File: config.mk
export PLATFORM = sky130hd
export DESIGN_NAME = mrd_bank
export DESIGN_NICKNAME = d
export VERILOG_FILES = /design/src/rtl/mrd_pkg.sv /design/src/rtl/mrd_field.sv /design/src/rtl/mrd_bank.sv
export SDC_FILE = /design/constraint.sdc
export NUM_CORES = 1
export LEC_CHECK = 0
export BUFFER_PORTS_ARGS = -buffer_cell sky130_fd_sc_hd__buf_2
export CORE_UTILIZATION = 55
export DETAILED_ROUTE_END_ITERATION = 8
export HOLD_SLACK_MARGIN = 0.12
export MAX_ROUTING_LAYER = met4
export PLACE_DENSITY = 0.93
export SETUP_SLACK_MARGIN = 0.3
export SLEW_MARGIN = 30
export SYNTH_ARGS = -nofsm -noshare
export SYNTH_HDL_FRONTEND = slang
export SYNTH_SLANG_ARGS = --single-unit
File: constraint.sdc
create_clock -name mclk_in -period 4.3 [get_ports mclk_in]
set_input_delay 0.43 -clock mclk_in [delete_from_list [all_inputs] [get_ports mclk_in]]
set_output_delay 0.43 -clock mclk_in [all_outputs]
set_load 0.01 [all_outputs]
File: src/rtl/mrd_pkg.sv
// constants for the mode-dependent register defaults block
package mrd_pkg;

	// ***************************************************
	// register indices (byte address is four times these)
	// ***************************************************
	localparam logic [6:0] IX_WDCTRL = 7'h00;
	localparam logic [6:0] IX_MODE   = 7'h01;
	localparam logic [6:0] IX_MSTAT  = 7'h03;
	localparam logic [6:0] IX_SEVEN  = 7'h04;
	localparam logic [6:0] IX_WDSTAT = 7'h05;
	localparam logic [6:0] IX_SCR0   = 7'h06;
	localparam logic [6:0] IX_SCR3   = 7'h09;
	localparam logic [6:0] IX_LOCK   = 7'h0A;
	localparam logic [6:0] IX_SUPCTL = 7'h10;
	localparam logic [6:0] IX_SUPST  = 7'h1B;
	localparam logic [6:0] IX_TRXST  = 7'h22;
	localparam logic [6:0] IX_TRXEN  = 7'h23;
	localparam logic [6:0] IX_GEVT   = 7'h60;
	localparam logic [6:0] IX_SEVT   = 7'h61;
	localparam logic [6:0] IX_NVMST  = 7'h70;
	localparam logic [6:0] IX_START  = 7'h73;
	localparam logic [6:0] IX_CFG    = 7'h74;
	localparam logic [6:0] IX_IDENT  = 7'h7E;

	// ***************************************************
	// field positions
	// ***************************************************
	localparam int P_WMC   = 5;
	localparam int P_OVERTEMP_WARN_STATUS  = 6;
	localparam int P_NMS   = 5;
	localparam int P_OTW   = 2;
	localparam int P_SERIAL_FAIL_EVENT  = 1;
	localparam int P_WDF   = 0;
	localparam int P_PO    = 4;
	localparam int P_SYSTEM_EVENT_SUMMARY  = 0;
	localparam int P_EXTC  = 2;
	localparam int P_FNM   = 3;
	localparam int P_SDM   = 2;
	localparam int P_VCS   = 1;
	localparam int P_RLC   = 4;
	localparam int P_V1SU  = 4;

	// ***************************************************
	// forced codes and reset values
	// ***************************************************
	localparam logic [2:0] MC_STBY   = 3'h4;
	localparam logic [2:0] MC_NORM   = 3'h7;
	localparam logic [2:0] MC_SLEEP  = 3'h1;
	localparam logic [3:0] NWP_DFLT  = 4'h4;
	localparam logic [4:0] RSS_PON   = 5'h00;
	localparam logic [4:0] RSS_OVT   = 5'h12;
	localparam logic [2:0] WMC_SWDEV = 3'h1;
	localparam logic [2:0] WMC_DFLT  = 3'h2;

	// mode request codes on the mode change port
	localparam logic [2:0] MS_STBY  = 3'h1;
	localparam logic [2:0] MS_NORM  = 3'h2;
	localparam logic [2:0] MS_SLEEP = 3'h3;
	localparam logic [2:0] MS_OVT   = 3'h4;
	localparam logic [2:0] MS_RST   = 3'h5;

	// bus responses
	localparam logic [1:0] RESP_OK  = 2'h0;
	localparam logic [1:0] RESP_ERR = 2'h2;

	typedef enum logic [5:0] {
		ST_OFF   = 6'b000001,
		ST_STBY  = 6'b000010,
		ST_NORM  = 6'b000100,
		ST_SLEEP = 6'b001000,
		ST_OVT   = 6'b010000,
		ST_RST   = 6'b100000
	} mrd_state_t;

endpackage : mrd_pkg

File: src/rtl/mrd_field.sv
// one control field with power-on, mode-event and software loads
`timescale 1ns/1ps
module mrd_field
	import mrd_pkg::*;
#(
	parameter int           W   = 1,
	parameter logic [W-1:0] RST = '0
) (
	input  wire logic         mclk_in,
	input  wire logic         arst_n_in,
	input  wire logic         por_ld_in,
	input  wire logic [W-1:0] por_val_in,
	input  wire logic         evt_ld_in,
	input  wire logic [W-1:0] evt_val_in,
	input  wire logic         sw_we_in,
	input  wire logic [W-1:0] sw_val_in,
	output logic      [W-1:0] q_out
);

	logic [W-1:0] q_nxt;

	// power-on beats mode event beats software
	always_comb begin
		q_nxt = q_out;
		if (por_ld_in) begin
			q_nxt = por_val_in;
		end else if (evt_ld_in) begin
			q_nxt = evt_val_in;
		end else if (sw_we_in) begin
			q_nxt = sw_val_in;
		end
	end

	always_ff @(posedge mclk_in or negedge arst_n_in) begin
		if (!arst_n_in) begin
			q_out <= RST;
		end else begin
			q_out <= q_nxt;
		end
	end

endmodule : mrd_field

File: src/rtl/mrd_bank.sv
// mode-dependent register bank with an AXI4-Lite register port
//
// Local design decisions: the AXI4-Lite register port and the register addresses.
`timescale 1ns/1ps
module mrd_bank
	import mrd_pkg::*;
#(
	parameter int         AW         = 12,
	parameter logic [7:0] PART_IDENT = 8'h5A // arbitrary value
) (
	input  wire logic          mclk_in,
	input  wire logic          arst_n_in,
	input  wire logic [AW-1:0] s_awaddr_in,
	input  wire logic          s_awvalid_in,
	output logic               s_awready_out,
	input  wire logic [31:0]   s_wdata_in,
	input  wire logic [3:0]    s_wstrb_in,
	input  wire logic          s_wvalid_in,
	output logic               s_wready_out,
	output logic [1:0]         s_bresp_out,
	output logic               s_bvalid_out,
	input  wire logic          s_bready_in,
	input  wire logic [AW-1:0] s_araddr_in,
	input  wire logic          s_arvalid_in,
	output logic               s_arready_out,
	output logic [31:0]        s_rdata_out,
	output logic [1:0]         s_rresp_out,
	output logic               s_rvalid_out,
	input  wire logic          s_rready_in,
	input  wire logic          mode_enter_in,
	input  wire logic [2:0]    mode_sel_in,
	input  wire logic [4:0]    reset_cause_in,
	input  wire logic          forced_normal_config_in,
	input  wire logic [1:0]    reset_length_config_in,
	input  wire logic          sw_dev_config_in,
	input  wire logic          sleep_ctrl_config_in,
	input  wire logic [1:0]    reg_thresh_startup_in,
	input  wire logic [1:0]    ext_supply_startup_in,
	input  wire logic          nvm_checksum_status_in,
	input  wire logic          nvm_programmed_status_in,
	input  wire logic [5:0]    nvm_write_count_status_in,
	input  wire logic [8:0]    live_status_in,
	input  wire logic          wd_fail_in,
	input  wire logic          serial_fail_in,
	input  wire logic          overtemp_warn_in,
	output logic [5:0]         mode_state_out,
	output logic [2:0]         op_mode_ctrl_out,
	output logic [2:0]         wd_mode_ctrl_out,
	output logic [3:0]         wd_nominal_period_out,
	output logic [1:0]         reg_thresh_ctrl_out,
	output logic [1:0]         ext_supply_ctrl_out,
	output logic               can_wake_enable_out
);

	// ***************************************************
	// declarations
	// ***************************************************
	mrd_state_t     state_r, state_nxt;
	logic           por_pend_r;
	logic           evt, e_stby, e_norm, e_sleep, e_ovt, e_rst;
	logic [4:0]     rss_q;
	logic           nms_r, nms_nxt;
	logic [8:0]     st_r, st_nxt;
	logic [31:0]    scr_r, scr_nxt;
	logic [6:0]     lock_r, lock_nxt;
	logic [2:0]     en_r, en_nxt;
	logic           wdf_r, serial_fail_event_r, otw_r, po_r, system_event_summary_r;
	logic           wdf_nxt, serial_fail_event_nxt, otw_nxt, po_nxt, system_event_summary_nxt;
	logic [AW-1:0]  aw_addr_r, aw_addr_nxt;
	logic [7:0]     wd_r, wd_nxt;
	logic           aw_have_r, aw_have_nxt, w_have_r, w_have_nxt;
	logic           w_lane_r, w_lane_nxt;
	logic           bvalid_r, bvalid_nxt, rvalid_r, rvalid_nxt;
	logic [1:0]     bresp_r, bresp_nxt, rresp_r, rresp_nxt;
	logic [31:0]    rdata_r, rdata_nxt;
	logic [6:0]     wr_idx, rd_idx;
	logic           wr_go, wr_hit, rd_hit, lock_blk, commit;
	logic [7:0]     rd_byte;
	logic           we_wdc, we_mode, we_sev, we_lock, we_sup, we_trx;
	logic           we_gevt, we_sevt, we_scr;

	// ***************************************************
	// mode change decode
	// ***************************************************
	// events are only acted on once the power-on loads are done
	assign evt     = mode_enter_in & ~por_pend_r;
	assign e_stby  = evt & (mode_sel_in == MS_STBY);
	assign e_norm  = evt & (mode_sel_in == MS_NORM);
	assign e_sleep = evt & (mode_sel_in == MS_SLEEP);
	assign e_ovt   = evt & (mode_sel_in == MS_OVT);
	assign e_rst   = evt & (mode_sel_in == MS_RST);

	// operating state follows the accepted mode requests
	always_comb begin
		state_nxt = state_r;
		unique case (1'b1)
			e_stby:  state_nxt = ST_STBY;
			e_norm:  state_nxt = ST_NORM;
			e_sleep: state_nxt = ST_SLEEP;
			e_ovt:   state_nxt = ST_OVT;
			e_rst:   state_nxt = ST_RST;
			default: state_nxt = state_r;
		endcase
	end

	// power-on pending: the nvm-derived loads cannot sit on the reset
	always_ff @(posedge mclk_in or negedge arst_n_in) begin
		if (!arst_n_in) begin
			state_r    <= ST_OFF;
			por_pend_r <= 1'b1;
		end else begin
			state_r    <= state_nxt;
			por_pend_r <= 1'b0;
		end
	end
	assign mode_state_out = state_r;

	// ***************************************************
	// fields forced by mode transitions
	// ***************************************************
	// the fields below take per-field event strobes, period and cause sharing one; the threshold and supply fields take none
	// mode field codes per entered mode
	mrd_field #(.W(3), .RST(MC_STBY)) u_mc (
		.mclk_in    (mclk_in),
		.arst_n_in  (arst_n_in),
		.por_ld_in  (por_pend_r),
		.por_val_in (MC_STBY),
		.evt_ld_in  (e_stby | e_norm | e_sleep | e_rst),
		.evt_val_in (e_norm ? MC_NORM : (e_sleep ? MC_SLEEP : MC_STBY)),
		.sw_we_in   (we_mode),
		.sw_val_in  (wd_r[2:0]),
		.q_out      (op_mode_ctrl_out)
	);

	// period reload on overtemp or reset only
	mrd_field #(.W(4), .RST(NWP_DFLT)) u_nwp (
		.mclk_in    (mclk_in),
		.arst_n_in  (arst_n_in),
		.por_ld_in  (por_pend_r),
		.por_val_in (NWP_DFLT),
		.evt_ld_in  (e_ovt | e_rst),
		.evt_val_in (NWP_DFLT),
		.sw_we_in   (we_wdc),
		.sw_val_in  (wd_r[3:0]),
		.q_out      (wd_nominal_period_out)
	);

	// reset cause code, read-only to software
	mrd_field #(.W(5), .RST(RSS_PON)) u_rss (
		.mclk_in    (mclk_in),
		.arst_n_in  (arst_n_in),
		.por_ld_in  (por_pend_r),
		.por_val_in (RSS_PON),
		.evt_ld_in  (e_ovt | e_rst),
		.evt_val_in (e_ovt ? RSS_OVT : reset_cause_in),
		.sw_we_in   (1'b0),
		.sw_val_in  (RSS_PON),
		.q_out      (rss_q)
	);

	// watchdog mode picked by sw-dev config
	mrd_field #(.W(3), .RST(WMC_DFLT)) u_wmc (
		.mclk_in    (mclk_in),
		.arst_n_in  (arst_n_in),
		.por_ld_in  (por_pend_r),
		.por_val_in (sw_dev_config_in ? WMC_SWDEV : WMC_DFLT),
		.evt_ld_in  (e_rst),
		.evt_val_in (sw_dev_config_in ? WMC_SWDEV : WMC_DFLT),
		.sw_we_in   (we_wdc),
		.sw_val_in  (wd_r[P_WMC+:3]),
		.q_out      (wd_mode_ctrl_out)
	);

	// threshold and supply control from startup fields
	mrd_field #(.W(2), .RST(2'h0)) u_v1rt (
		.mclk_in    (mclk_in),
		.arst_n_in  (arst_n_in),
		.por_ld_in  (por_pend_r),
		.por_val_in (reg_thresh_startup_in),
		.evt_ld_in  (1'b0),
		.evt_val_in (2'h0),
		.sw_we_in   (we_sup),
		.sw_val_in  (wd_r[1:0]),
		.q_out      (reg_thresh_ctrl_out)
	);

	mrd_field #(.W(2), .RST(2'h0)) u_vext (
		.mclk_in    (mclk_in),
		.arst_n_in  (arst_n_in),
		.por_ld_in  (por_pend_r),
		.por_val_in (ext_supply_startup_in),
		.evt_ld_in  (1'b0),
		.evt_val_in (2'h0),
		.sw_we_in   (we_sup),
		.sw_val_in  (wd_r[P_EXTC+:2]),
		.q_out      (ext_supply_ctrl_out)
	);

	// ***************************************************
	// kept bits, status and event flags
	// ***************************************************
	always_comb begin
		// only a normal entry clears it
		nms_nxt  = e_norm ? 1'b0 : nms_r;
		// cleared in the power-on cycle, else live
		st_nxt   = por_pend_r ? 9'h000 : live_status_in;
		scr_nxt  = scr_r;
		if (we_scr) begin
			scr_nxt[8*(wr_idx-IX_SCR0)+:8] = wd_r;
		end
		lock_nxt = we_lock ? wd_r[6:0] : lock_r;
		en_nxt   = en_r;
		if (we_sev) begin
			en_nxt[2:1] = {wd_r[P_OTW], wd_r[P_SERIAL_FAIL_EVENT]};
		end
		if (we_trx) begin
			en_nxt[0] = wd_r[0];
		end
		// set wins over a write-one clear
		wdf_nxt  = wd_fail_in | (wdf_r & ~(we_sevt & wd_r[P_WDF]));
		serial_fail_event_nxt = (serial_fail_in & en_r[1])
			| (serial_fail_event_r & ~(we_sevt & wd_r[P_SERIAL_FAIL_EVENT]));
		otw_nxt  = (overtemp_warn_in & en_r[2])
			| (otw_r & ~(we_sevt & wd_r[P_OTW]));
		// set only by reset, cleared only by software
		po_nxt   = po_r & ~(we_sevt & wd_r[P_PO]);
		system_event_summary_nxt = wd_fail_in | (serial_fail_in & en_r[1])
			| (overtemp_warn_in & en_r[2])
			| (system_event_summary_r & ~(we_gevt & wd_r[P_SYSTEM_EVENT_SUMMARY]));
	end

	always_ff @(posedge mclk_in or negedge arst_n_in) begin
		if (!arst_n_in) begin
			nms_r  <= 1'b1;
			st_r   <= 9'h000;
			scr_r  <= 32'h0000_0000;
			lock_r <= 7'h00;
			en_r   <= 3'h0;
			wdf_r  <= 1'b0;
			serial_fail_event_r <= 1'b0;
			otw_r  <= 1'b0;
			po_r   <= 1'b1;
			system_event_summary_r <= 1'b1;
		end else begin
			nms_r  <= nms_nxt;
			st_r   <= st_nxt;
			scr_r  <= scr_nxt;
			lock_r <= lock_nxt;
			en_r   <= en_nxt;
			wdf_r  <= wdf_nxt;
			serial_fail_event_r <= serial_fail_event_nxt;
			otw_r  <= otw_nxt;
			po_r   <= po_nxt;
			system_event_summary_r <= system_event_summary_nxt;
		end
	end
	assign can_wake_enable_out = en_r[0];

	// ***************************************************
	// register read map
	// ***************************************************
	function automatic logic mapped(input logic [6:0] ix);
		mapped = (ix <= IX_LOCK && ix != 7'h02) || ix == IX_SUPCTL
			|| ix == IX_SUPST || ix == IX_TRXST || ix == IX_TRXEN
			|| ix == IX_GEVT || ix == IX_SEVT || ix == IX_NVMST
			|| ix == IX_START || ix == IX_CFG || ix == IX_IDENT;
	endfunction : mapped

	assign rd_idx = s_araddr_in[8:2];
	assign rd_hit = mapped(rd_idx) && (s_araddr_in[AW-1:9] == '0);

	// config fields shown straight from the nvm inputs
	// nvm status shown live in every mode
	always_comb begin
		rd_byte = 8'h00;
		unique case (rd_idx)
			IX_WDCTRL: rd_byte = {wd_mode_ctrl_out, 1'b0,
				wd_nominal_period_out};
			IX_MODE:   rd_byte = {5'h00, op_mode_ctrl_out};
			IX_MSTAT:  rd_byte = {1'b0, st_r[1], nms_r, rss_q};
			IX_SEVEN:  rd_byte = {5'h00, en_r[2:1], 1'b0};
			IX_WDSTAT: rd_byte = {4'h0, st_r[0], st_r[2], st_r[6:5]};
			IX_LOCK:   rd_byte = {1'b0, lock_r};
			IX_SUPCTL: rd_byte = {4'h0, ext_supply_ctrl_out,
				reg_thresh_ctrl_out};
			IX_SUPST:  rd_byte = {5'h00, st_r[8:7], st_r[3]};
			IX_TRXST:  rd_byte = {6'h00, st_r[4], 1'b0};
			IX_TRXEN:  rd_byte = {7'h00, en_r[0]};
			IX_GEVT:   rd_byte = {7'h00, system_event_summary_r};
			IX_SEVT:   rd_byte = {3'h0, po_r, 1'b0, otw_r, serial_fail_event_r, wdf_r};
			IX_NVMST:  rd_byte = {nvm_write_count_status_in,
				nvm_checksum_status_in, nvm_programmed_status_in};
			IX_START:  rd_byte = {2'h0, reset_length_config_in,
				ext_supply_startup_in, 2'h0};
			IX_CFG:    rd_byte = {2'h0, reg_thresh_startup_in,
				forced_normal_config_in, sw_dev_config_in, 1'b0,
				sleep_ctrl_config_in};
			IX_IDENT:  rd_byte = PART_IDENT;
			default: begin
				if (rd_idx >= IX_SCR0 && rd_idx <= IX_SCR3) begin
					rd_byte = scr_r[8*(rd_idx-IX_SCR0)+:8];
				end
			end
		endcase
	end

	// ***************************************************
	// AXI4-Lite slave
	// ***************************************************
	assign wr_idx   = aw_addr_r[8:2];
	assign wr_go    = aw_have_r & w_have_r & ~bvalid_r;
	assign wr_hit   = mapped(wr_idx) && (aw_addr_r[AW-1:9] == '0);
	assign lock_blk = (wr_idx[6:4] != 3'h0)
		&& lock_r[3'(wr_idx[6:4] - 3'h1)];
	// a write meeting a mode change or power-on is dropped
	assign commit   = wr_go & wr_hit & ~lock_blk & w_lane_r
		& ~mode_enter_in & ~por_pend_r;
	assign we_wdc   = commit & (wr_idx == IX_WDCTRL);
	assign we_mode  = commit & (wr_idx == IX_MODE);
	assign we_sev   = commit & (wr_idx == IX_SEVEN);
	assign we_lock  = commit & (wr_idx == IX_LOCK);
	assign we_sup   = commit & (wr_idx == IX_SUPCTL);
	assign we_trx   = commit & (wr_idx == IX_TRXEN);
	assign we_gevt  = commit & (wr_idx == IX_GEVT);
	assign we_sevt  = commit & (wr_idx == IX_SEVT);
	assign we_scr   = commit & (wr_idx >= IX_SCR0) & (wr_idx <= IX_SCR3);

	// address and data are taken in either order and held till used
	always_comb begin
		aw_have_nxt = aw_have_r;
		w_have_nxt  = w_have_r;
		aw_addr_nxt = aw_addr_r;
		wd_nxt      = wd_r;
		w_lane_nxt  = w_lane_r;
		bvalid_nxt  = bvalid_r & ~s_bready_in;
		bresp_nxt   = bresp_r;
		if (s_awvalid_in & ~aw_have_r) begin
			aw_have_nxt = 1'b1;
			aw_addr_nxt = s_awaddr_in;
		end
		if (s_wvalid_in & ~w_have_r) begin
			w_have_nxt = 1'b1;
			wd_nxt     = s_wdata_in[7:0];
			w_lane_nxt = s_wstrb_in[0];
		end
		if (wr_go) begin
			aw_have_nxt = 1'b0;
			w_have_nxt  = 1'b0;
			bvalid_nxt  = 1'b1;
			bresp_nxt   = wr_hit ? RESP_OK : RESP_ERR;
		end
		rvalid_nxt = rvalid_r & ~s_rready_in;
		rdata_nxt  = rdata_r;
		rresp_nxt  = rresp_r;
		if (s_arvalid_in & ~rvalid_r) begin
			rvalid_nxt = 1'b1;
			rdata_nxt  = rd_hit ? {24'h00_0000, rd_byte} : 32'h0000_0000;
			rresp_nxt  = rd_hit ? RESP_OK : RESP_ERR;
		end
	end

	always_ff @(posedge mclk_in or negedge arst_n_in) begin
		if (!arst_n_in) begin
			aw_have_r <= 1'b0;
			w_have_r  <= 1'b0;
			aw_addr_r <= '0;
			wd_r      <= 8'h00;
			w_lane_r  <= 1'b0;
			bvalid_r  <= 1'b0;
			bresp_r   <= RESP_OK;
			rvalid_r  <= 1'b0;
			rdata_r   <= 32'h0000_0000;
			rresp_r   <= RESP_OK;
		end else begin
			aw_have_r <= aw_have_nxt;
			w_have_r  <= w_have_nxt;
			aw_addr_r <= aw_addr_nxt;
			wd_r      <= wd_nxt;
			w_lane_r  <= w_lane_nxt;
			bvalid_r  <= bvalid_nxt;
			bresp_r   <= bresp_nxt;
			rvalid_r  <= rvalid_nxt;
			rdata_r   <= rdata_nxt;
			rresp_r   <= rresp_nxt;
		end
	end

	assign s_awready_out = ~aw_have_r;
	assign s_wready_out  = ~w_have_r;
	assign s_bvalid_out  = bvalid_r;
	assign s_bresp_out   = bresp_r;
	assign s_arready_out = ~rvalid_r;
	assign s_rvalid_out  = rvalid_r;
	assign s_rdata_out   = rdata_r;
	assign s_rresp_out   = rresp_r;
endmodule : mrd_bank

* Word level (Yosys, flattened, before mapping)
Index checks and enable logic that the tools add are counted.
** Operators by class
- Mux-type cells :: 35
- Order comparisons :: 7
- Shift operators :: 3
- Reductions and logical operators :: 39
- Equality and inequality tests :: 35
- Bitwise logic cells :: 64
- $add $sub $neg :: 4
** Operators by type and width (number)
- case mux 8 bit (16 select lines) :: 1
- equality test 7 bit, second input constant :: 12
- bitwise AND 1 bit :: 40
- negation 32 -> 34 bit :: 1
- variable shift 8 x 34 -> 32 bit, first input constant :: 1
- indexed part select 8 x 34 -> 32 bit :: 1
- indexed part select 32 x 33 -> 8 bit :: 1
- bitwise mux 32 bit :: 1
- case mux 6 bit (5 select lines) :: 1
- equality test 7 x 5 -> 1 bit, second input constant :: 4
- equality test 7 x 6 -> 1 bit, second input constant :: 4
- less-or-equal comparator 7 x 4 -> 1 bit, second input constant :: 4
- two-way mux 3 bit :: 8
- equality test 7 x 3 -> 1 bit, second input constant :: 3
- logical OR 1 bit :: 20
- two-way mux 8 bit :: 2
- subtractor 7 x 3 -> 8 bit, second input constant :: 2
- two-way mux 5 bit :: 3
- equality test 7 x 1 -> 1 bit, second input constant :: 2
- equality test 7 x 4 -> 1 bit, second input constant :: 2
- greater-or-equal comparator 7 x 3 -> 1 bit, second input constant :: 2
- logical NOT 7 bit :: 2
- two-way mux 2 bit :: 7
- inequality test 7 x 2 -> 1 bit, second input constant :: 2
- other kinds (17) :: 61
** Word-level totals
- Output and inout port bits :: 62
- Word-level logic and storage cells :: 216
- Register bits after elaboration :: 144

* Logic depth before layout (Yosys ltp)
- Depth after elaboration :: 23
- Gate-level depth with buffers :: 15

* By module
Synthesis repeated with hierarchy kept, for this count alone.
** Second synthesis, totals
- Cell total of the unflattened synthesis :: 718
- Area total of the unflattened synthesis :: 7307.0 um2
** Modules (own cells, without submodules)
- mrd_bank :: times used 1, area an instance 6164.7 um2, cells an instance 617
- mrd_field at u_mc ... :: times used 2, area an instance 166.4 um2, cells an instance 15
- mrd_field at u_rss :: times used 1, area an instance 317.8 um2, cells an instance 28
- mrd_field at u_nwp :: times used 1, area an instance 271.5 um2, cells an instance 23
- mrd_field at u_v1rt ... :: times used 2, area an instance 110.1 um2, cells an instance 10

* Worst setup path after synthesis
No wires, ideal clock.
- Path type :: register to register
- Start :: register aw_addr_r[6]
- End :: register scr_r[28]
- Clock period less this slack :: 3777 ps
- Required time :: 4175 ps
- Cell stages (with the launch flop) :: 15
- Library setup time :: 125 ps
- Setup slack :: 523 ps
- Arrival time :: 3652 ps
- Path through :: dfrtp_1 -> buf_2 -> inv_1 -> ha_1 -> inv_1 -> o21ai_1 -> xnor2_1 -> nand2_1 -> or3_1 -> ha_1 -> or4bb_1 -> nor4_1 -> and4_1 -> nand4_1 -> mux2_2
** Between the ends
- Longest elaborated chain between the ends :: 20
** Ends and longest elaborated chain
- start, declared :: line mrd_bank.sv:69 : logic [AW-1:0] aw_addr_r, aw_addr_nxt;
- start signal, assigned :: line mrd_bank.sv:377 : aw_addr_r <= aw_addr_nxt;
- parallel branches: the longest is 20 deep, another holds negation 32 -> 34 bit
- end signal, assigned :: line mrd_bank.sv:247 : scr_r <= scr_nxt;
- end, declared :: line mrd_bank.sv:64 : logic [31:0] scr_r, scr_nxt;
Parallel ways; which one is timed is not known. The select of a mux whose other input is x is not followed.
A chain may end at the register's enable or synchronous reset.

* Worst setup path in the final report
- Start :: register aw_addr_r[7]
- End :: register scr_r[16]
The elaborated chain is that of the path after synthesis.

==> summary.txt <==
Clock tree
  – Root buffer cell: clkbuf_16
  – Worst-skew pair later-pin latency: 0.42 ns
  – Clk buf depth: 2
  – Setup Buffers After CTS: 0
  – CTS Sinks: 116
  – H-tree levels: 4
  – CTS Buf Count: 17
  – CTS clock-pin slew for the worst setup and hold paths: 0.06 ns
  – CTS tree: built

Worst setup path
  – Flop2flop setup slack: 0.51 ns
  – Reg-to-Reg Start: aw_addr_r[7]$_DFFE_PN0P_
  – Crit-path max cell delay: 0.49 ns
  – R2R depth: 14
  – Arrival @ worst endpoint: 4.09 ns
  – Critical path buffers and inverters: 3
  – Most frequent CP cell: inv_1
  – CP Class: reg2reg
  – Crit. End Element: register
  – Cell family with most CP delay: simple AND/OR/NAND/NOR gates
  – R2r endpoint: scr_r[16]$_DFFE_PN0P_
  – Worst path slowest cell: or4bb_1
  – Critical Path RT: 4.60 ns
  – Worst setup SP type: register
  – CP cell instances: inv_1 > ha_2 > inv_1 > o21ai_2 > xnor2_2 > nand2_1 > or3_1 > ha_1 > or4bb_1 > nor4_1 > nand4_1 > nor4_4 > buf_6 > mux2_2
  – Crit path max fanout: 8

Global routing
  – Total GRT Usage: 0.314
  – GRT overflow: 0
  – Vias in the first global route: 5789
  – Pin count of the biggest net entering global routing: 51
  – Initial antenna violation count: 0
  – First-pass GRT wire length: 30.4 mm

Drt
  – Antenna Nets Post-Route: 0
  – DR WL/cell: 19.5 µm
  – Drt total wl: 19.3 mm
  – DRC Markers: 0
  – Vias: 6162
  – 1st-iter DRT viols: 814
  – Drt first pass iters: 5
  – Post-DR vias/cell: 6.22

Synth
  – Top FF cell, synth: dfrtp_1
  – Synthesized area: 7090 µm²
  – Most instantiated cells after synthesis: dfrtp_1, nand2_1, mux2_2
  – Post-synth EDFFs: 0
  – Biggest area consumer among synthesized cells: dfrtp_1
  – Seq/Total Area, Yosys: 0.411
  – Top cell type's share of synthesized area: 0.381
  – Synth Instances: 702
  – Synth warnings: 0
  – Library cells used by synthesis: 78
  – Syn_area_per_cell: 10.1 µm²
  – Cell with the most instances after synthesis: dfrtp_1
  – Ys async rst share: 1.00
  – #FFs+latches synth: 116
  – Top cells by area, synth: dfrtp_1, mux2_2, ha_1, dfstp_2, mux4_2

Pwr
  – PD cells: 524 nW/µm²
  – Worst VDD drop: 0.000463 V
  – Overall power: 4.37 mW
  – Leak pwr: 3.90 nW

Layout
  – P&R area growth vs syn: 17.7%
  – Layout cells sized above 1: 0.305
  – Antenna fix cells: 0
  – Nets: 936
  – Reg area: 2920 µm²
  – Multi-input gate area: 3790 µm²
  – Fillers: 961

STA
  – Max-slew headroom: 0.377
  – RSZ-0062 raised after global routing: no
  – Endpoints failing setup: 0
  – Clock skew: 0.00681 ns
  – Min Tclk post-route: 3.79 ns
  – Setup_tns: 0 ns
  – Final hold violations: 0
  – Max Freq: 264 MHz
  – Pins Over Slew Limit: 0
  – Crit share post-route: 0.882
  – Worst slew pin tran: 0.928 ns

Worst hold path
  – Min-Delay Path Depth: 2
  – HP Class: in2reg
  – Worst hold start: s_bready_in
  – Hold Path Sink: s_bvalid_out$_DFF_PN0_

Die
  – Die Height: 116 µm
  – Initial Utilization: 0.564
  – Die width: 116 µm
  – # rows: 41
  – # IOs: 167
  – Core Box Area: 12600 µm²
  – Die area: 13300 µm²

Status
  – Status: finished clean

Placed design
  – Gpl congestion: 0.987
  – I/O Buffers: 109
  – Detail Placement HPWL: 13.6 mm

Flow run
  – Max_cap viols: 0
registers in the layout, indices dropped and copies added, names as in the netlist, 4 cells and up:
register,cells
scr_r,32
aw_addr_r,10
st_r,9
s_rdata_out,8
wd_r,8
lock_r,7
mode_state_out,6
u_rss.q_out,5
u_nwp.q_out,4
power breakdown:
| group | internal (mW) | switching [mW] | total [mW] |
|---|---|---|---|
| Combinational | 0.631 | 0.877 | 1.51 |
| Clock | 0.874 | 0.534 | 1.41 |
| Sequential | 1.24 | 0.215 | 1.45 |
kinds of logic (layout without fill, tap and decap cells):
group,count (synthesis),in the layout,synth area share
buffers and inverters,110,201,0.0741
AOI/OAI and AO/OA,149,149,0.157
adders and majority gates,25,25,0.0441
and+or+nand+nor,222,222,0.177
muxes,73,73,0.128
other,1,27,0.000529
DFF,116,116,0.411
xor gates and xnor gates,6,6,0.00741
worst reg2reg max path: stages (launching register included):
cell	delay, ns
dfrtp_1	0.38
inv_1	0.15
ha_2	0.25
inv_1	0.06
o21ai_2	0.17
xnor2_2	0.17
nand2_1	0.15
or3_1	0.33
ha_1	0.31
or4bb_1	0.49
nor4_1	0.30
nand4_1	0.19
nor4_4	0.20
buf_6	0.18
mux2_2	0.35
worst max path at each step:
stage	from	end	slack, ns	depth (start not counted)
6_report	aw_addr_r[7]$_DFFE_PN0P_	scr_r[16]$_DFFE_PN0P_	0.51	14
3_3_place_gp	aw_addr_r[7]$_DFFE_PN0P_	scr_r[22]$_DFFE_PN0P_	0.48	14
5_1_grt	aw_addr_r[7]$_DFFE_PN0P_	scr_r[16]$_DFFE_PN0P_	0.33	14
3_5_place_dp	aw_addr_r[7]$_DFFE_PN0P_	scr_r[21]$_DFFE_PN0P_	0.42	14
2_1_floorplan	aw_addr_r[6]$_DFFE_PN0P_	scr_r[28]$_DFFE_PN0P_	0.52	14
4_1_cts	aw_addr_r[7]$_DFFE_PN0P_	scr_r[16]$_DFFE_PN0P_	0.38	14
metrics by stage:
| stage | hold WS [ns] | instance area, µm² | instances | utilization | setup slack [ns] |
|---|---|---|---|---|---|
| floorplan | 0.134 | 7190 | 728 | - | 0.523 |
| global placement | 0.448 | 7700 | 958 | 0.612 | 0.479 |
| detailed placement | 0.454 | 7710 | 958 | 0.613 | 0.416 |
| CTS | 0.183 | 8310 | 991 | 0.661 | 0.376 |
| global route | 0.200 | 8340 | 991 | 0.664 | 0.330 |
| finish | 0.190 | 8340 | 991 | 0.664 | 0.507 |
layout by cell type (no fill, tap or decap), types with 7 or more instances in the layout:
| cell | netlist | final |
|---|---|---|
| buf_2 | 6 | 108 |
| dfrtp_1 | 108 | 106 |
| nand2_1 | 54 | 54 |
| mux2_2 | 52 | 52 |
| inv_1 | 47 | 47 |
| conb_1 | 1 | 27 |
| nor2_1 | 26 | 26 |
| o21ai_0 | 26 | 26 |
| ha_1 | 25 | 23 |
| a21oi_1 | 22 | 22 |
| nor2b_1 | 21 | 19 |
| clkbuf_16 | 0 | 17 |
| a22oi_1 | 13 | 13 |
| and3_1 | 13 | 13 |
| nand4_1 | 13 | 13 |
| nand2b_1 | 12 | 12 |
| mux2i_1 | 12 | 12 |
| buf_4 | 26 | 12 |
| nor3_1 | 11 | 11 |
| nand3_1 | 10 | 10 |
| or3_1 | 9 | 9 |
| mux4_2 | 9 | 9 |
| nand3b_1 | 9 | 9 |
| nor4_1 | 9 | 8 |
| dfstp_2 | 8 | 8 |
| a32oi_1 | 7 | 7 |
| a221oi_1 | 7 | 7 |
| o31ai_1 | 7 | 7 |
| o221ai_1 | 7 | 7 |
area by class of cell:
| cell class | count | area share |
|---|---|---|
| clock buffers | 19 | 0.0531 |
| clock inverters | 13 | 0.0179 |
| multi-input cells | 502 | 0.454 |
| well taps | 172 | 0.0258 |
| inverters | 47 | 0.0212 |
| flip-flops and latches | 116 | 0.350 |
| repair buffers | 122 | 0.0782 |
per-layer routing:
layer	up-vias	share of wire	GRT usage
met3	84	0.079	0.0528
met5	-	0	-
li1	2738	-	-
met2	369	0.48	0.503
met4	0	0.040	0.147
met1	2971	0.40	0.388
timing repair:
item / CTS / global route
hold endpoints to repair: 48 / 0
endpoints found under the setup margin: 0 / 31
gates resized for setup: 0 / 8
hold buffers: 1 / 0
No activity file was read; power rests on OpenSTA's default activity.
